==> config.mk <==
export PLATFORM = sky130hd
export DESIGN_NAME = manual_jog_inching_axis_control
export DESIGN_NICKNAME = d
export VERILOG_FILES = /design/src/hdl/jog_axis_pkg.sv /design/src/hdl/pulse_rate_gen.sv /design/src/hdl/manual_pulse_relay.sv /design/src/hdl/manual_jog_inching_axis_control.sv
export SDC_FILE = /design/constraint.sdc
export NUM_CORES = 1
export LEC_CHECK = 0
export ABC_CLOCK_PERIOD_IN_PS = 6100
export BUFFER_PORTS_ARGS = -buffer_cell sky130_fd_sc_hd__buf_2
export CAP_MARGIN = 15
export CORE_UTILIZATION = 30
export DETAILED_ROUTE_END_ITERATION = 8
export GPL_ROUTABILITY_DRIVEN = 0
export PLACE_DENSITY = 0.54
export SYNTH_ARGS = -nofsm -noshare
export SYNTH_HDL_FRONTEND = slang
export SYNTH_HIERARCHICAL = 1
export SYNTH_SLANG_ARGS = --single-unit
export TNS_END_PERCENT = 50
==> constraint.sdc <==
create_clock -name core_clk_i -period 6.1 [get_ports core_clk_i]
set_input_delay 0.61 -clock core_clk_i [delete_from_list [all_inputs] [get_ports core_clk_i]]
set_output_delay 0.61 -clock core_clk_i [all_outputs]
set_load 0.01 [all_outputs]
==> src/hdl/jog_axis_pkg.sv <==
// Purpose: shared constants and types for the manual jog / inching axis
// Assumes: 250 MHz core clock
// Notes: error and warning codes are decimal values held as hex
package jog_axis_pkg;
   localparam int CLK_HZ = 250_000_000;
   localparam int CLK_PERIOD_PS = 4000;
   // least times, rounded up to whole cycles
   localparam int T1_MIN_US = 1000;
   localparam int T3_MIN_US = 1300;
   localparam int INCH_PERIOD_US = 1800;
   localparam int T1_CYC = (T1_MIN_US * 1_000_000 + CLK_PERIOD_PS - 1) / CLK_PERIOD_PS;
   localparam int T3_CYC = (T3_MIN_US * 1_000_000 + CLK_PERIOD_PS - 1) / CLK_PERIOD_PS;
   localparam int INCH_CYC = (INCH_PERIOD_US * 1_000_000 + CLK_PERIOD_PS - 1) / CLK_PERIOD_PS;
   localparam int TMR_W = 20;
   localparam int SPD_W = 32;
   localparam int INCH_W = 16;
   localparam int CODE_W = 16;
   localparam logic [SPD_W-1:0] JOG_SPEED_MIN = 32'h0000_0001;
   localparam logic [SPD_W-1:0] JOG_SPEED_MAX = 32'h003D_0900;
   localparam logic [CODE_W-1:0] ERR_JOG_SPEED_RANGE = 16'h012C;
   localparam logic [CODE_W-1:0] ERR_JOG_CEILING = 16'h03BC;
   localparam logic [CODE_W-1:0] WARN_JOG_SPEED_CLAMP = 16'h012D;
   localparam logic [CODE_W-1:0] ERR_HW_LIMIT = 16'h0068;
   localparam logic [CODE_W-1:0] ERR_SW_LIMIT = 16'h0069;
   localparam logic [CODE_W-1:0] CODE_NONE = 16'h0000;
   localparam logic [TMR_W-1:0] TMR_ZERO = 20'h00000;
   localparam logic [INCH_W-1:0] INCH_ZERO = 16'h0000;

   typedef enum logic [2:0] {
      ST_IDLE,
      ST_START,
      ST_RUN,
      ST_DECEL,
      ST_STOP,
      ST_INCH,
      ST_HOLD
   } jog_state_e;
endpackage

==> src/hdl/pulse_rate_gen.sv <==
// Purpose: phase accumulator giving one tick per step at a rate in pulses/s
// Assumes: rate_i below half the clock rate
// Notes: accumulator clears while not running
`timescale 1ns/1ps
module pulse_rate_gen (
   input wire logic core_clk_i,
   input wire logic srst_i,
   input wire logic clk_en_i,
   input wire logic run_i,
   input wire logic [31:0] rate_i,
   output logic tick_o
);
   typedef struct packed {
      logic [31:0] acc;
      logic tick;
   } rate_s;

   localparam logic [32:0] WRAP = 33'(jog_axis_pkg::CLK_HZ);

   rate_s cur_ff;
   rate_s nxt_cur;
   logic [32:0] sum;

   always_comb begin
      nxt_cur = cur_ff;
      sum = {1'b0, cur_ff.acc} + {1'b0, rate_i};
      nxt_cur.tick = 1'b0;
      if (!run_i) begin
         nxt_cur.acc = '0;
      end else if (sum >= WRAP) begin
         nxt_cur.acc = 32'(sum - WRAP);
         nxt_cur.tick = 1'b1;
      end else begin
         nxt_cur.acc = sum[31:0];
      end
   end

   always_ff @(posedge core_clk_i) begin
      if (srst_i) begin
         cur_ff <= '0;
      end else if (clk_en_i) begin
         cur_ff <= nxt_cur;
      end
   end

   assign tick_o = cur_ff.tick;
endmodule

==> src/hdl/manual_pulse_relay.sv <==
// Purpose: turns each rising edge of the hand-wheel pulse into one step
// Assumes: hand-wheel pulse and direction synchronous to the clock
// Notes: steps only while enabled
`timescale 1ns/1ps
module manual_pulse_relay (
   input wire logic core_clk_i,
   input wire logic srst_i,
   input wire logic clk_en_i,
   input wire logic enable_i,
   input wire logic mpg_pulse_i,
   input wire logic mpg_dir_rev_i,
   output logic step_fwd_o,
   output logic step_rev_o
);
   typedef struct packed {
      logic last;
      logic fwd;
      logic rev;
   } relay_s;

   relay_s cur_ff;
   relay_s nxt_cur;
   logic edge_seen;

   always_comb begin
      nxt_cur = cur_ff;
      edge_seen = mpg_pulse_i && !cur_ff.last;
      nxt_cur.last = mpg_pulse_i;
      // one step per input edge while enable_i is high, none added; edges while disabled are dropped
      nxt_cur.fwd = enable_i && edge_seen && !mpg_dir_rev_i;
      nxt_cur.rev = enable_i && edge_seen && mpg_dir_rev_i;
   end

   always_ff @(posedge core_clk_i) begin
      if (srst_i) begin
         cur_ff <= '0;
      end else if (clk_en_i) begin
         cur_ff <= nxt_cur;
      end
   end

   assign step_fwd_o = cur_ff.fwd;
   assign step_rev_o = cur_ff.rev;
endmodule

==> src/hdl/manual_jog_inching_axis_control.sv <==
// Purpose: manual control of one axis: jog, inching and hand-wheel relay
// Assumes: requests and limit inputs synchronous to core_clk_i
// Notes: one-cycle step pulses on separate forward and reverse outputs
`timescale 1ns/1ps
module manual_jog_inching_axis_control #(
   parameter int START_CYC = jog_axis_pkg::T1_CYC,
   parameter int DECEL_CYC = jog_axis_pkg::T3_CYC,
   parameter int INCH_CYC = jog_axis_pkg::INCH_CYC
) (
   input wire logic core_clk_i,
   input wire logic srst_i,
   input wire logic clk_en_i,
   input wire logic fwd_jog_i,
   input wire logic rev_jog_i,
   input wire logic [31:0] jog_speed_setting_i,
   input wire logic [31:0] jog_speed_ceiling_i,
   input wire logic [31:0] axis_speed_ceiling_i,
   input wire logic [15:0] inching_amount_setting_i,
   input wire logic mpg_enable_i,
   input wire logic mpg_pulse_i,
   input wire logic mpg_dir_rev_i,
   input wire logic upper_limit_ok_i,
   input wire logic lower_limit_ok_i,
   input wire logic signed [31:0] soft_upper_i,
   input wire logic signed [31:0] soft_lower_i,
   input wire logic err_reset_i,
   output logic pulse_fwd_o,
   output logic pulse_rev_o,
   output logic busy_o,
   output logic error_o,
   output logic [15:0] error_code_o,
   output logic warning_o,
   output logic [15:0] warning_code_o,
   output logic signed [31:0] position_o
);
   typedef struct packed {
      jog_axis_pkg::jog_state_e st;
      logic [jog_axis_pkg::TMR_W-1:0] tmr;
      logic [jog_axis_pkg::INCH_W-1:0] inch_left;
      logic dir_rev;
      logic [jog_axis_pkg::SPD_W-1:0] rate;
      logic signed [31:0] pos;
      logic pulse_fwd;
      logic pulse_rev;
      logic busy;
      logic err;
      logic [jog_axis_pkg::CODE_W-1:0] err_code;
      logic warn;
      logic [jog_axis_pkg::CODE_W-1:0] warn_code;
      logic pace;
   } jog_s;

   // last count of each timer
   localparam logic [jog_axis_pkg::TMR_W-1:0] START_LAST = jog_axis_pkg::TMR_W'(START_CYC - 1);
   localparam logic [jog_axis_pkg::TMR_W-1:0] DECEL_LAST = jog_axis_pkg::TMR_W'(DECEL_CYC - 1);
   localparam logic [jog_axis_pkg::TMR_W-1:0] INCH_LAST = jog_axis_pkg::TMR_W'(INCH_CYC - 1);

   jog_s cur_ff;
   jog_s nxt_cur;

   logic rate_run;
   logic [31:0] rate_eff;
   logic rate_tick;
   logic mpg_fwd;
   logic mpg_rev;
   logic mpg_allow;
   logic one_req;
   logic req_rev;
   logic req_held;
   logic fwd_block;
   logic rev_block;
   logic toward_block;
   logic [jog_axis_pkg::CODE_W-1:0] limit_code;
   logic step;

   ////////////////////////////////////////////////////////////////////////////
   // step sources

   assign rate_run = (cur_ff.st == jog_axis_pkg::ST_RUN) || (cur_ff.st == jog_axis_pkg::ST_DECEL);
   // half rate while slowing down
   assign rate_eff = (cur_ff.st == jog_axis_pkg::ST_DECEL) ? (cur_ff.rate >> 1) :
      cur_ff.rate;
   // hand-wheel only while the axis is otherwise still and clean
   assign mpg_allow = mpg_enable_i && (cur_ff.st == jog_axis_pkg::ST_IDLE) && !cur_ff.err;

   pulse_rate_gen u_rate (
      .core_clk_i(core_clk_i),
      .srst_i(srst_i),
      .clk_en_i(clk_en_i),
      .run_i(rate_run),
      .rate_i(rate_eff),
      .tick_o(rate_tick)
   );

   manual_pulse_relay u_relay (
      .core_clk_i(core_clk_i),
      .srst_i(srst_i),
      .clk_en_i(clk_en_i),
      .enable_i(mpg_allow),
      .mpg_pulse_i(mpg_pulse_i),
      .mpg_dir_rev_i(mpg_dir_rev_i),
      .step_fwd_o(mpg_fwd),
      .step_rev_o(mpg_rev)
   );

   ////////////////////////////////////////////////////////////////////////////
   // stroke limit view

   // both requests together start nothing
   assign one_req = fwd_jog_i ^ rev_jog_i;
   assign req_rev = rev_jog_i;
   assign fwd_block = !upper_limit_ok_i || (cur_ff.pos >= soft_upper_i);
   assign rev_block = !lower_limit_ok_i || (cur_ff.pos <= soft_lower_i);

   // idle judges the new request, a move its own direction
   always_comb begin
      toward_block = 1'b0;
      limit_code = jog_axis_pkg::ERR_SW_LIMIT;
      if (!cur_ff.dir_rev || (cur_ff.st == jog_axis_pkg::ST_IDLE && !req_rev)) begin
         toward_block = fwd_block;
         limit_code = upper_limit_ok_i ? jog_axis_pkg::ERR_SW_LIMIT : jog_axis_pkg::ERR_HW_LIMIT;
      end
      if (cur_ff.st == jog_axis_pkg::ST_IDLE ? req_rev : cur_ff.dir_rev) begin
         toward_block = rev_block;
         limit_code = lower_limit_ok_i ? jog_axis_pkg::ERR_SW_LIMIT : jog_axis_pkg::ERR_HW_LIMIT;
      end
   end

   ////////////////////////////////////////////////////////////////////////////
   // main sequence

   always_comb begin
      nxt_cur = cur_ff;
      // step outputs last one cycle
      nxt_cur.pulse_fwd = 1'b0;
      nxt_cur.pulse_rev = 1'b0;
      step = 1'b0;
      req_held = cur_ff.dir_rev ? rev_jog_i : fwd_jog_i;
      // a new error in the same cycle overrides the clear
      // warnings never gate motion
      if (err_reset_i) begin
         nxt_cur.err = 1'b0;
         nxt_cur.err_code = jog_axis_pkg::CODE_NONE;
         nxt_cur.warn = 1'b0;
         nxt_cur.warn_code = jog_axis_pkg::CODE_NONE;
      end
      unique case (cur_ff.st)
         jog_axis_pkg::ST_IDLE: begin
            if (one_req && !cur_ff.err) begin
               nxt_cur.dir_rev = req_rev;
               // ceiling first, then speed range, then stroke limit
               if (jog_speed_ceiling_i > axis_speed_ceiling_i) begin
                  nxt_cur.err = 1'b1;
                  nxt_cur.err_code = jog_axis_pkg::ERR_JOG_CEILING;
               end else if (jog_speed_setting_i < jog_axis_pkg::JOG_SPEED_MIN ||
                     jog_speed_setting_i > jog_axis_pkg::JOG_SPEED_MAX) begin
                  nxt_cur.err = 1'b1;
                  nxt_cur.err_code = jog_axis_pkg::ERR_JOG_SPEED_RANGE;
               end else if (toward_block) begin
                  // refused again toward the limit after a reset
                  nxt_cur.err = 1'b1;
                  nxt_cur.err_code = limit_code;
               end else begin
                  if (jog_speed_setting_i > jog_speed_ceiling_i) begin
                     nxt_cur.rate = jog_speed_ceiling_i;
                     nxt_cur.warn = 1'b1;
                     nxt_cur.warn_code = jog_axis_pkg::WARN_JOG_SPEED_CLAMP;
                  end else begin
                     nxt_cur.rate = jog_speed_setting_i;
                  end
                  nxt_cur.busy = 1'b1;
                  nxt_cur.tmr = jog_axis_pkg::TMR_ZERO;
                  nxt_cur.inch_left = inching_amount_setting_i;
                  nxt_cur.pace = 1'b0;
                  nxt_cur.st = jog_axis_pkg::ST_START;
               end
            end else if (mpg_fwd || mpg_rev) begin
               // hand-wheel steps leave busy low
               nxt_cur.pulse_fwd = mpg_fwd;
               nxt_cur.pulse_rev = mpg_rev;
               nxt_cur.dir_rev = mpg_rev;
               step = 1'b1;
            end
         end
         jog_axis_pkg::ST_START: begin
            // hold off the first step by the start delay
            if (!req_held) begin
               // dropped early: end without a step
               nxt_cur.st = jog_axis_pkg::ST_STOP;
            end else if (cur_ff.tmr == START_LAST) begin
               nxt_cur.tmr = jog_axis_pkg::TMR_ZERO;
               if (cur_ff.inch_left != jog_axis_pkg::INCH_ZERO) begin
                  nxt_cur.st = jog_axis_pkg::ST_INCH;
               end else begin
                  nxt_cur.st = jog_axis_pkg::ST_RUN;
               end
            end else begin
               nxt_cur.tmr = cur_ff.tmr + 1'b1;
            end
         end
         jog_axis_pkg::ST_RUN: begin
            // a limit reached mid-move stops at once
            if (toward_block) begin
               nxt_cur.err = 1'b1;
               nxt_cur.err_code = limit_code;
               nxt_cur.st = jog_axis_pkg::ST_STOP;
            end else if (!req_held) begin
               nxt_cur.tmr = jog_axis_pkg::TMR_ZERO;
               nxt_cur.st = jog_axis_pkg::ST_DECEL;
            end else if (rate_tick) begin
               step = 1'b1;
            end
         end
         jog_axis_pkg::ST_DECEL: begin
            // run out the stop time at half rate
            if (toward_block) begin
               nxt_cur.err = 1'b1;
               nxt_cur.err_code = limit_code;
               nxt_cur.st = jog_axis_pkg::ST_STOP;
            end else if (cur_ff.tmr == DECEL_LAST) begin
               nxt_cur.st = jog_axis_pkg::ST_STOP;
            end else begin
               nxt_cur.tmr = cur_ff.tmr + 1'b1;
               step = rate_tick;
            end
         end
         jog_axis_pkg::ST_STOP: begin
            // busy drops one cycle after the stop state is entered
            nxt_cur.busy = 1'b0;
            nxt_cur.st = jog_axis_pkg::ST_HOLD;
         end
         jog_axis_pkg::ST_INCH: begin
            // steps on alternate cycles, then wait out the interval
            if (cur_ff.inch_left != jog_axis_pkg::INCH_ZERO && !toward_block) begin
               nxt_cur.pace = !cur_ff.pace;
               if (!cur_ff.pace) begin
                  step = 1'b1;
                  nxt_cur.inch_left = cur_ff.inch_left - 1'b1;
               end
            end else if (cur_ff.inch_left != jog_axis_pkg::INCH_ZERO) begin
               // limit reached before the amount was sent
               nxt_cur.err = 1'b1;
               nxt_cur.err_code = limit_code;
               nxt_cur.st = jog_axis_pkg::ST_STOP;
            end
            if (cur_ff.tmr == INCH_LAST) begin
               nxt_cur.st = jog_axis_pkg::ST_STOP;
            end else begin
               nxt_cur.tmr = cur_ff.tmr + 1'b1;
            end
         end
         jog_axis_pkg::ST_HOLD: begin
            // one move per request: wait for both requests to drop
            if (!fwd_jog_i && !rev_jog_i) begin
               nxt_cur.st = jog_axis_pkg::ST_IDLE;
            end
         end
      endcase
      if (step && cur_ff.st != jog_axis_pkg::ST_IDLE) begin
         nxt_cur.pulse_fwd = !cur_ff.dir_rev;
         nxt_cur.pulse_rev = cur_ff.dir_rev;
      end
      // position follows emitted steps only
      if (nxt_cur.pulse_fwd) begin
         nxt_cur.pos = cur_ff.pos + 32'sh0000_0001;
      end else if (nxt_cur.pulse_rev) begin
         nxt_cur.pos = cur_ff.pos - 32'sh0000_0001;
      end
   end

   always_ff @(posedge core_clk_i) begin
      if (srst_i) begin
         cur_ff <= '0;
      end else if (clk_en_i) begin
         cur_ff <= nxt_cur;
      end
   end

   ////////////////////////////////////////////////////////////////////////////
   // outputs

   assign pulse_fwd_o = cur_ff.pulse_fwd;
   assign pulse_rev_o = cur_ff.pulse_rev;
   assign busy_o = cur_ff.busy;
   assign error_o = cur_ff.err;
   assign error_code_o = cur_ff.err_code;
   assign warning_o = cur_ff.warn;
   assign warning_code_o = cur_ff.warn_code;
   assign position_o = cur_ff.pos;
endmodule

Word level (Yosys, flattened, before mapping) --
Cells that the tools add are included.
Word-level totals: register bits after elaboration 178, input port bits 187, output and inout port bits 69
Operators by class: add/subtract/negate cells 6, order comparisons 7, equal/unequal tests 27, mux-type cells 77, bitwise logic cells 4, reductions and logical operators 44
Operators with widths (number):
- two-way mux 32 bit | 6
- two-way mux 39 bit | 4
- two-way mux 20 bit | 6
- two-way mux 17 bit | 7
- case mux 20 bit (5 select lines) | 1
- > comparator 32 bit | 2
- two-way mux 18 bit | 3
- case mux 17 bit (3 select lines) | 1
- two-way mux 16 bit | 3
- equality test 20 x 19 -> 1 bit (second input constant) | 2
- two-way mux 36 bit | 1
- two-way mux 34 bit | 1
- adder 32 x 32 -> 33 bit | 1
- >= comparator 33 x 28 -> 1 bit (second input constant) | 1
- adder 32 x 2 -> 32 bit (second input constant) | 1
- >= comparator 32 bit | 1
- > comparator 32 x 22 -> 1 bit (second input constant) | 1
- less-or-equal comparator 32 bit | 1
- less-than comparator 32 x 1 -> 1 bit (second input constant) | 1
- case mux 16 bit (2 select lines) | 1
- subtractor 32 x 2 -> 32 bit (second input constant) | 1
- subtractor 32 x 28 -> 32 bit (second input constant) | 1
- two-way mux 3 bit | 10
- two-way mux 1 bit | 24
- other kinds (33) | 84

Longest topological paths before layout --
Gate-level depths: netlist of the first run.
depth after elaboration 13, depth in mapped cells 23, depth with buffers taken out 20

Modules after synthesis --
Netlist of the first run, hierarchy kept.
Modules (own cells, without submodules):
- manual_jog_inching_axis_control | instances 1, cells an instance 1561, area each 11940.2 µm², seq. area each 2842.7 µm²
- pulse_rate_gen | instances 1, cells an instance 545, area each 4216.5 µm², seq. area each 660.6 µm²
- manual_pulse_relay | instances 1, cells an instance 11, area each 125.1 µm², seq. area each 60.1 µm²

Worst setup path before layout of the first run --
OpenSTA, ideal clock, no wires.
path kind input -> register, start in soft_upper_i[11], end reg cur_ff (netlist bit position_o[28]), data arrival time 4.844 ns, setup slack 1.135 ns, stages 21, buffers on the path 3, cell sequence inv_1 ha_1 a21oi_1 o21a_1 o2bb2ai_1 o41a_1 nor3_1 a21o_1 buf_6 clkbuf_1 clkbuf_1 xnor2_1 ha_1 nor4_1 nand3b_1 or3_1 nand2_1 nor2_1 o22ai_1 mux2i_1 mux2_2
On the way: word-level cells in the longest chain between the ends 12, elaborated cells between the ends (all ways) 15, classes of those cells 1 x order compare; 8 x mux; 6 x reduce/logical
RTL lines:
- start: declaration | line manual_jog_inching_axis_control.sv:24 | input wire logic signed [31:0] soft_upper_i,
- >= comparator 32 bit (*) | line manual_jog_inching_axis_control.sv:112 | assign fwd_block = !upper_limit_ok_i || (cur_ff.pos >= soft_upper_i);
- logical OR 1 bit (*) | line manual_jog_inching_axis_control.sv:112
- two-way mux 1 bit (*) | line manual_jog_inching_axis_control.sv:119 | if (!cur_ff.dir_rev || (cur_ff.st == jog_axis_pkg::ST_IDLE && !req_rev)) begin
- two-way mux 1 bit (*) | line manual_jog_inching_axis_control.sv:123 | if (cur_ff.st == jog_axis_pkg::ST_IDLE ? req_rev : cur_ff.dir_rev) begin
- logical NOT 1 bit | line manual_jog_inching_axis_control.sv:234 | if (cur_ff.inch_left != jog_axis_pkg::INCH_ZERO && !toward_block) begin
- logical AND 1 bit | line manual_jog_inching_axis_control.sv:234
- two-way mux 1 bit | line manual_jog_inching_axis_control.sv:234
- case mux 1 bit (4 select lines) (*) | line manual_jog_inching_axis_control.sv:147 | unique case (cur_ff.st)
- logical AND 1 bit (*) | line manual_jog_inching_axis_control.sv:259 | if (step && cur_ff.st != jog_axis_pkg::ST_IDLE) begin
- two-way mux 2 bit (*) | line manual_jog_inching_axis_control.sv:259
- nonzero test 2 bit (no line)
- AND reduction 2 bit (no line)
- end signal: assignment | line manual_jog_inching_axis_control.sv:275 | cur_ff <= nxt_cur;
- end: declaration | line manual_jog_inching_axis_control.sv:58 | jog_s cur_ff;
Mark *: on every way between the ends. The rest lies on a longest branch, timed or not. A chain may end at the register's enable or synchronous reset.

Worst setup path in the final report of the first run --
start reg cur_ff[141] (netlist name), end reg u_rate/cur_ff[10] (netlist name)
On the way: elaborated cells between the ends (all ways) 9, classes of those cells 2 x add/sub; 1 x order compare; 2 x eq/ne; 3 x mux; 1 x reduce/logical
RTL lines:
- equality test 3 x 2 -> 1 bit | line manual_jog_inching_axis_control.sv:79 | assign rate_run = (cur_ff.st == jog_axis_pkg::ST_RUN) || (cur_ff.st == jog_axis_pkg::ST_DECEL);
- logical OR 1 bit (*) | line manual_jog_inching_axis_control.sv:79
- via rate_run | line manual_jog_inching_axis_control.sv:61 | logic rate_run;
- two-way mux 32 bit (*) | line pulse_rate_gen.sv:28 | if (!run_i) begin
- end signal: assignment | line pulse_rate_gen.sv:42 | cur_ff <= nxt_cur;
- end: declaration | line pulse_rate_gen.sv:20 | rate_s cur_ff;
Mark *: on every way through the listed nets, which the timed path passes. The rest lies on a longest branch.

==> results of run 1 <==
-- synth_stat cells (all sizes together) (9+ instances only) --
master and n:
a211oi 57, a21o 34, a21oi 164, a221oi 11, a22oi 16, a31oi 14
and2 35, and3 18, and4 11, buf 88, clkbuf 70, dfxtp 178
ha 165, inv 164, mux2 36, mux2i 57, nand2 173, nand2b 9
nand3 58, nand4 53, nor2 190, nor2b 17, nor3 53, nor4 35
o211ai 22, o21a 18, o21ai 110, o31ai 19, or2 13, or3 34
or4 19, xnor2 37, xor2 15
-- metal layers --
metal  vias up  wire (µm)  share of wire, %  global-route usage, %
met1      7545      23100                43                   23.3
met4         4       1220               2.3                   6.50
met5         -         32             0.060                      0
li1       7983          -                 -                      -
met2       515      26100                49                   33.1
met3        78       2900               5.4                   3.67
-- critical path, cell delays in order (launching register included) --
cell and delay [ns]:
dfxtp_1 0.60, inv_1 0.20, nand2_1 0.14, inv_1 0.07, nand2_1 0.16, buf_4 0.32
mux2_2 0.37, ha_1 0.37, o21a_1 0.21, nor2_1 0.34, a21oi_2 0.06, xnor2_1 0.32
ha_1 0.29, o211ai_1 0.18, a311oi_2 0.38, o21ba_4 0.24, o211ai_2 0.11, a31oi_4 0.55
buf_4 0.31, mux2i_1 0.20, o211ai_1 0.10
-- per-stage QoR --
stage / area, µm² / total power [mW] / setup WS, ns / hold slack, ns / util [%]
2_1_floorplan: 16300 / 1.52 / 1.14 / 0.430 / -
3_3_place_gp: 17800 / 1.70 / 0.686 / 0.437 / 33.1
3_5_place_dp: 17800 / 1.71 / 0.525 / 0.438 / 33.1
4_1_cts: 18400 / 2.93 / 0.472 / 0.355 / 34.2
5_1_grt: 18400 / 3.03 / 0.0220 / 0.397 / 34.2
6_report: 18400 / 2.88 / 0.429 / 0.394 / 34.3
-- power breakdown --
part           internal (mW)  total, mW  switching [mW]
Sequential              1.17       1.19          0.0180
Combinational          0.207      0.497           0.290
Clock                  0.623       1.20           0.575
Total                   2.00       2.88           0.883
-- state kept, by name (all words and copies together) (netlist names) --
signal	count
busy_o	1
error_code_o	16
u_relay/cur_ff	1
u_rate/tick_o	1
pulse_rev_o	1
warning_code_o	16
error_o	1
warning_o	1
cur_ff	73
u_relay/step_rev_o	1
u_rate/cur_ff	32
position_o	32
u_relay/step_fwd_o	1
pulse_fwd_o	1
-- worst min path at each step --
stage	slack [ns]	endpoint	depth (start not counted)
floorplan	0.43	u_rate/cur_ff[8]	2
global route	0.40	u_relay/cur_ff[2]	3
CTS	0.36	u_relay/cur_ff[2]	3
detailed placement	0.44	warning_code_o[15]	1
finish	0.39	u_relay/cur_ff[2]	3
global placement	0.44	warning_code_o[15]	1
-- area by class of cell --
type / instances / area, µm² / area share (%)
Sequential cell: 178 / 3560 / 19.4
Timing Repair Buffer: 282 / 1480 / 8.04
Clock inverter: 15 / 185 / 1.01
Tap cell: 696 / 871 / 4.73
Multi-Input combinational cell: 1616 / 11200 / 61.1
Clock buffer: 17 / 425 / 2.31
Inverter: 165 / 619 / 3.37
Antenna cell: 4 / 10.0 / 0.0544
-- kinds of logic after synthesis --
| kind of cell | Yosys count |
|---|---|
| and+or+nand+nor | 746 |
| AOI/OAI and AO/OA | 559 |
| buffers and inverters | 323 |
| DFF | 178 |
| adders and majority gates | 166 |
| muxes | 93 |
| xor gates and xnor gates | 52 |
==> out/qor.txt, run 1 <==
Status - finished clean
GR Overflow Total - 0
Worst setup SP type - flop
DRT Wirelength - 53400 µm
Syn Area/Cell - 7.69 µm²
Cell variety after synth - 107
Vias in the first global route - 15.4k
Number of synthesized flops with an enable pin - 0
Max-Cap Viols - 0
Worst reg-to-reg setup slack - 0.43 ns
Final setup vio count - 0
Synthesized area - 16300 µm²
Layout Nets - 2613
Hold Buf Count CTS - 0
Tcrit/Tclk final - 93.0%
Die area - 55200 µm²
Ys async rst share - 0%
1st-pass router iterations - 6
Layout area overhead - 13.0%
Clock skew - 0.0147 ns
Slew Viols, Final - 0
IO Port Bufs - 255
Non-filler cells, final - 2973
#FFs+latches synth - 178
Routed len/inst - 18.0 µm
RSZ-0062 raised after global routing - false
Req. time, crit path - 6.46 ns
Post-Synth Simple-Gate Area - 23.4%
Via count - 16.1k
Reg clk slew, reported paths - 0.08 ns
Commonest non-fill, non-tap cell in the layout - buf_2
Post CTS Setup Buffer Count - 0
Cell depth of the worst flop-to-flop path - 20
Largest family of logic cells by synthesized area - compound AO/OA/AOI/OAI gates
Minimum clock period - 5.67 ns
Top cells by area, synth - dfxtp_1 22%, ha_1 13%, a21oi_1 4.9%
Clk Latency, worst-skew pair - 0.49 ns
Filler Cell Count - 5614
Core area - 53700 µm²
Initial antenna violation count - 4
CTS buffer count - 17
Residual DRC - 0
Rows - 85
Post-synthesis adder-cell area fraction - 12.8%
Worst setup startpoint - cur_ff[141]
Worst slew pin tran - 0.993 ns
Worst Path Arrival - 6.03 ns
P_leak - 8.34 nW
CTS H-Tree Depth - 4
Io pins - 256
Synth Area in XOR/XNOR - 2.96%
Slew Limit Headroom - 33.8%
Initial DRC Count - 1044
Gr usage total - 19.0%
Fraction of layout cells with a size suffix above 1 - 18.3%
Largest net degree at the start of global routing - 84
Top cell type by total area after synthesis - dfxtp_1
Max VDD drop - 0.220 mV
Seq/Total Area, Yosys - 21.9%
Setup tns final - 0 ns
Worst setup EP type - flop
Initial Util - 30.3%
Remaining antenna violation count after routing - 0
Most frequent cells in the layout - 255 x buf_2, 189 x nor2_1, 178 x dfxtp_1
First-pass GRT wire length - 84000 µm
# resized after CTS - 0
Hold_sp - mpg_pulse_i
HPWL after detailed placement - 42700 µm
Sink Count - 178
Post-synthesis mux area share - 5.99%
Reg-to-reg endpoint - u_rate/cur_ff[10]
Final Hold Vio Count - 0
TritonCTS clock tree - yes
Synth top area share - 21.9%
Hold Crit Class - in -> reg
Vias per cell - 5.42
Worst r2r src - cur_ff[141]
Fmax - 176 MHz
Clk root buf - clkbuf_16
Crit path kind - reg -> reg
Synth Area in Compound Gates - 23.8%
Syn Nets - 2470
Syn Inst Count - 2117
Pwr/cell area - 157 nW/µm²
Max Buffers Root-to-Sink - 2
Placed insts - 2936
Synthesis Warnings - 6
Most used DFF post-synth - dfxtp_1
Die Y - 235 µm
Chip Width - 235 µm
Crit path capture - u_rate/cur_ff[10]
Critical Path Fanout Max - 22
Note: power is estimated with default switching activity, not from simulation.
==> run 2, diff against run 1 <==
--- a/config.mk
+++ b/config.mk
@@ -14,6 +14,5 @@
 export PLACE_DENSITY = 0.54
 export SYNTH_ARGS = -nofsm -noshare
 export SYNTH_HDL_FRONTEND = slang
-export SYNTH_HIERARCHICAL = 1
 export SYNTH_SLANG_ARGS = --single-unit
 export TNS_END_PERCENT = 50
==> constraint.sdc (replaced) <==
create_clock -name core_clk_i -period 6.1 [get_ports core_clk_i]
set_input_delay 1.22 -clock core_clk_i [delete_from_list [all_inputs] [get_ports core_clk_i]]
set_output_delay 1.22 -clock core_clk_i [all_outputs]
set_load 0.01 [all_outputs]
==> run 2 against run 1 <==
  * Total power is 5.5% lower
  * Utilization is 0.41 points higher
  * Worst hold slack better by 0.057 ns
  * Count of clock-buffer cells in the layout increased by 7
==> out/qor.txt, run 2 <==
Top cell type by total area after synthesis - dfxtp_1
Remaining antenna violation count after routing - 0 (unchanged)
Post-place setup slack - 0.511 ns (-0.0140 ns)
Hold path endpoint - u_rate.cur_ff[23]
Hold WS - 0.451 ns (+0.0572 ns)
1st-pass router iterations - 5 (-1)
Hold Crit Depth - 2 (-1)
Initial antenna violation count - 2 (-2)
Gr usage total - 18.3% (-0.71 points)
Number of synthesized flops with an enable pin - 0 (unchanged)
Via count - 15.9k (-1.3%)
Slew Viols, Final - 0 (unchanged)
Post-Synth Simple-Gate Area - 23.7% (+0.31 points)
Hold Buf Count CTS - 0 (unchanged)
Sw Ratio - 27.1% (-3.5 points)
Layout area overhead - 13.2%
Post-synth top cells - 194 x nor2_1, 178 x dfxtp_1, 169 x nand2_1
Syn Nets - 2461 (-0.36%)
Fmax - 182 MHz (+3.0%)
Number of flip-flops in the largest register - 73 (unchanged)
Highest routing layer actually used - met5
Max VDD drop - 0.116 mV (-47%)
Routed len/inst - 16.9 µm (-5.6%)
Hold Crit Class - reg -> reg
DRT Wirelength - 49800 µm (-6.7%)
Reg-to-reg endpoint - u_rate.cur_ff[11]
Sink Count - 178 (unchanged)
Fraction of layout cells with a size suffix above 1 - 16.6% (-1.7 points)
Top cells by area, synth - dfxtp_1 22%, ha_1 13%, a21oi_1 4.9%
Vias in the first global route - 15.1k (-2.2%)
Clk root buf - clkbuf_16
Area after DPL - 17300 µm² (-2.5%)
Non-filler cells, final - 2940 (-1.1%)
Worst r2r src - cur_ff[140]
CTS H-Tree Depth - 4 (unchanged)
Synth top area share - 22.5% (+0.61 points)
Synthesized area - 15800 µm² (-2.7%)
Wl on met1 - 23200 µm (+0.27%)
Pwr Total - 2.73 mW (-5.5%)
Worst slew pin tran - 1.06 ns (+0.0667 ns)
Synthesis Warnings - 0 (-6)
RSZ-0062 raised after global routing - false
CTS buffer count - 17 (unchanged)
Max Buffers Root-to-Sink - 2 (unchanged)
Residual DRC - 0 (unchanged)
Synth Area in XOR/XNOR - 3.65% (+0.69 points)
Internal - 1.99 mW (-0.70%)
Tcrit/Tclk final - 90.2% (-2.7 points)
Initial Util - 30.6% (+0.31 points)
Core area - 51700 µm² (-3.7%)
Final Hold Vio Count - 0 (unchanged)
GR Overflow Total - 0 (unchanged)
Vias per cell - 5.41 (-0.22%)
Cell variety after synth - 82 (-23%)
Reg clk slew, reported paths - 0.07 ns (about the same)
Pwr/cell area - 152 nW/µm² (-3.0%)
Clk Latency, worst-skew pair - 0.46 ns (-0.03 ns)
HPWL after detailed placement - 39700 µm (-7.0%)
Clock share of power - 41.5% (about the same)
Most frequent cell after synthesis - nor2_1
Rows - 83 (-2.4%)
Worst Path Arrival - 5.85 ns (-0.18 ns)
Critical Path Fanout Max - 17 (-23%)
DR WL met3 - 3230 µm (+11%)
Io pins - 256 (unchanged)
Die Y - 232 µm (-1.4%)
Final setup vio count - 0 (unchanged)
Syn Area/Cell - 7.51 µm² (-2.3%)
Largest net degree at the start of global routing - 76 (-9.5%)
Largest family of logic cells by synthesized area - simple AND/OR/NAND/NOR gates
Slew Limit Headroom - 29.2% (-4.6 points)
P_leak - 8.35 nW (+0.19%)
Post-synthesis adder-cell area fraction - 13.2% (+0.36 points)
First-pass GRT wire length - 79400 µm (-5.5%)
Cell depth of the worst flop-to-flop path - 18 (-10%)
Worst reg-to-reg setup slack - 0.60 ns (+0.17 ns)
Finished Core Util - 34.7% (+0.41 points)
TritonCTS clock tree - yes
Biggest register - cur_ff
Logic gate share of total power - 15.2% (-2.0 points)
Max-Cap Viols - 0 (unchanged)
Commonest non-fill, non-tap cell in the layout - buf_2
Filler Cell Count - 5481 (-2.4%)
Layout Nets - 2599 (-0.54%)
Clock skew - 0.0140 ns (-0.000629 ns)
Chip Width - 232 µm (-1.4%)
Synth Area in Compound Gates - 22.5% (-1.3 points)
Hold_sp - u_rate.cur_ff[23]
Setup tns final - 0 ns (unchanged)
Most frequent cells in the layout - 254 x buf_2, 193 x nor2_1, 178 x dfxtp_1
Seq/Total Area, Yosys - 22.5% (+0.61 points)
Seq pwr share - 43.3% (+2.0 points)
Worst setup SP type - flop
Die area - 53700 µm² (-2.7%)
Status - finished clean
Placed insts - 2907 (-0.99%)
Switching power - 739 µW (-16%)
Ys async rst share - 0% (unchanged)
Final Cell Area - 17900 µm² (-2.5%)
Routed wl met2 - 22300 µm (-15%)
Most used DFF post-synth - dfxtp_1
Req. time, crit path - 6.45 ns (about the same)
Post-synthesis mux area share - 5.13% (-0.87 points)
PnR worst setup slack - 0.596 ns (+0.167 ns)
Worst setup EP type - flop
IO Port Bufs - 255 (unchanged)
#FFs+latches synth - 178 (unchanged)
Syn Inst Count - 2108 (-0.43%)
Crit path kind - reg -> reg
Minimum clock period - 5.50 ns (-0.167 ns)
Initial DRC Count - 1072 (+2.7%)
==> run 2: how the worst max path moves through the flow <==
stage / start / endpoint / cells after the start
floorplan: cur_ff[141] / u_rate.cur_ff[11] / 22
global placement: soft_upper_i[15] / position_o[28] / 19
detailed placement: soft_upper_i[15] / position_o[28] / 19
CTS: cur_ff[140] / u_rate.cur_ff[11] / 18
global route: cur_ff[140] / u_rate.cur_ff[11] / 17
finish: cur_ff[140] / u_rate.cur_ff[11] / 18
==> run 2: layout make-up <==
cell class | instances | area, µm² | share of cell area, %
Inverter | 159 | 597 | 3.33
Tap cell | 680 | 851 | 4.74
Multi-Input combinational cell | 1607 | 10800 | 60.4
Clock inverter | 8 | 101 | 0.565
Antenna cell | 1 | 2.50 | 0.0140
Timing Repair Buffer | 283 | 1490 | 8.30
Clock buffer | 24 | 492 | 2.74
Sequential cell | 178 | 3560 | 19.9
==> run 2: repair_timing <==
item                                    CTS  global route
setup buffers                             0             0
endpoints found under the setup margin    0             2
resized for setup                         0             1
==> run 2: worst max-delay path: stages, from the launching register on <==
cell and delay, ns:
dfxtp_1 0.31, inv_1 0.17, nor2_1 0.09, nand2_1 0.21
buf_4 0.32, mux2_2 0.38, ha_1 0.42, o21a_1 0.20
o211ai_1 0.15, a211o_1 0.32, a21o_1 0.21, a2111oi_1 0.65
nor2_1 0.17, xnor2_1 0.34, nand2_1 0.09, or4_1 0.49
and2_1 0.27, or3_1 0.37, a32o_1 0.24
==> run 2: kinds of logic after synthesis <==
kind of cell             after synthesis
buffers and inverters                323
multiplexers                          77
flip-flops                           178
AND/OR/NAND/NOR                      749
adder cells (fa/ha/maj)              166
XOR/XNOR                              66
AO/OA/AOI/OAI                        549
==> run 2: power by group through the flow <==
stage          registers [mW]  clock network (mW)  logic [mW]
2_1_floorplan            1.20                   0       0.252
3_3_place_gp             1.21                   0       0.402
3_5_place_dp             1.21                   0       0.413
4_1_cts                  1.18                1.17       0.414
5_1_grt                  1.18                1.22       0.464
6_report                 1.18                1.13       0.414
==> run 2: per-layer routing <==
metal	global-route usage, %	vias to the layer above
li1	-	7867
met1	24.5	7441
met2	29.5	538
met3	3.44	63
met4	5.80	2
met5	0	-
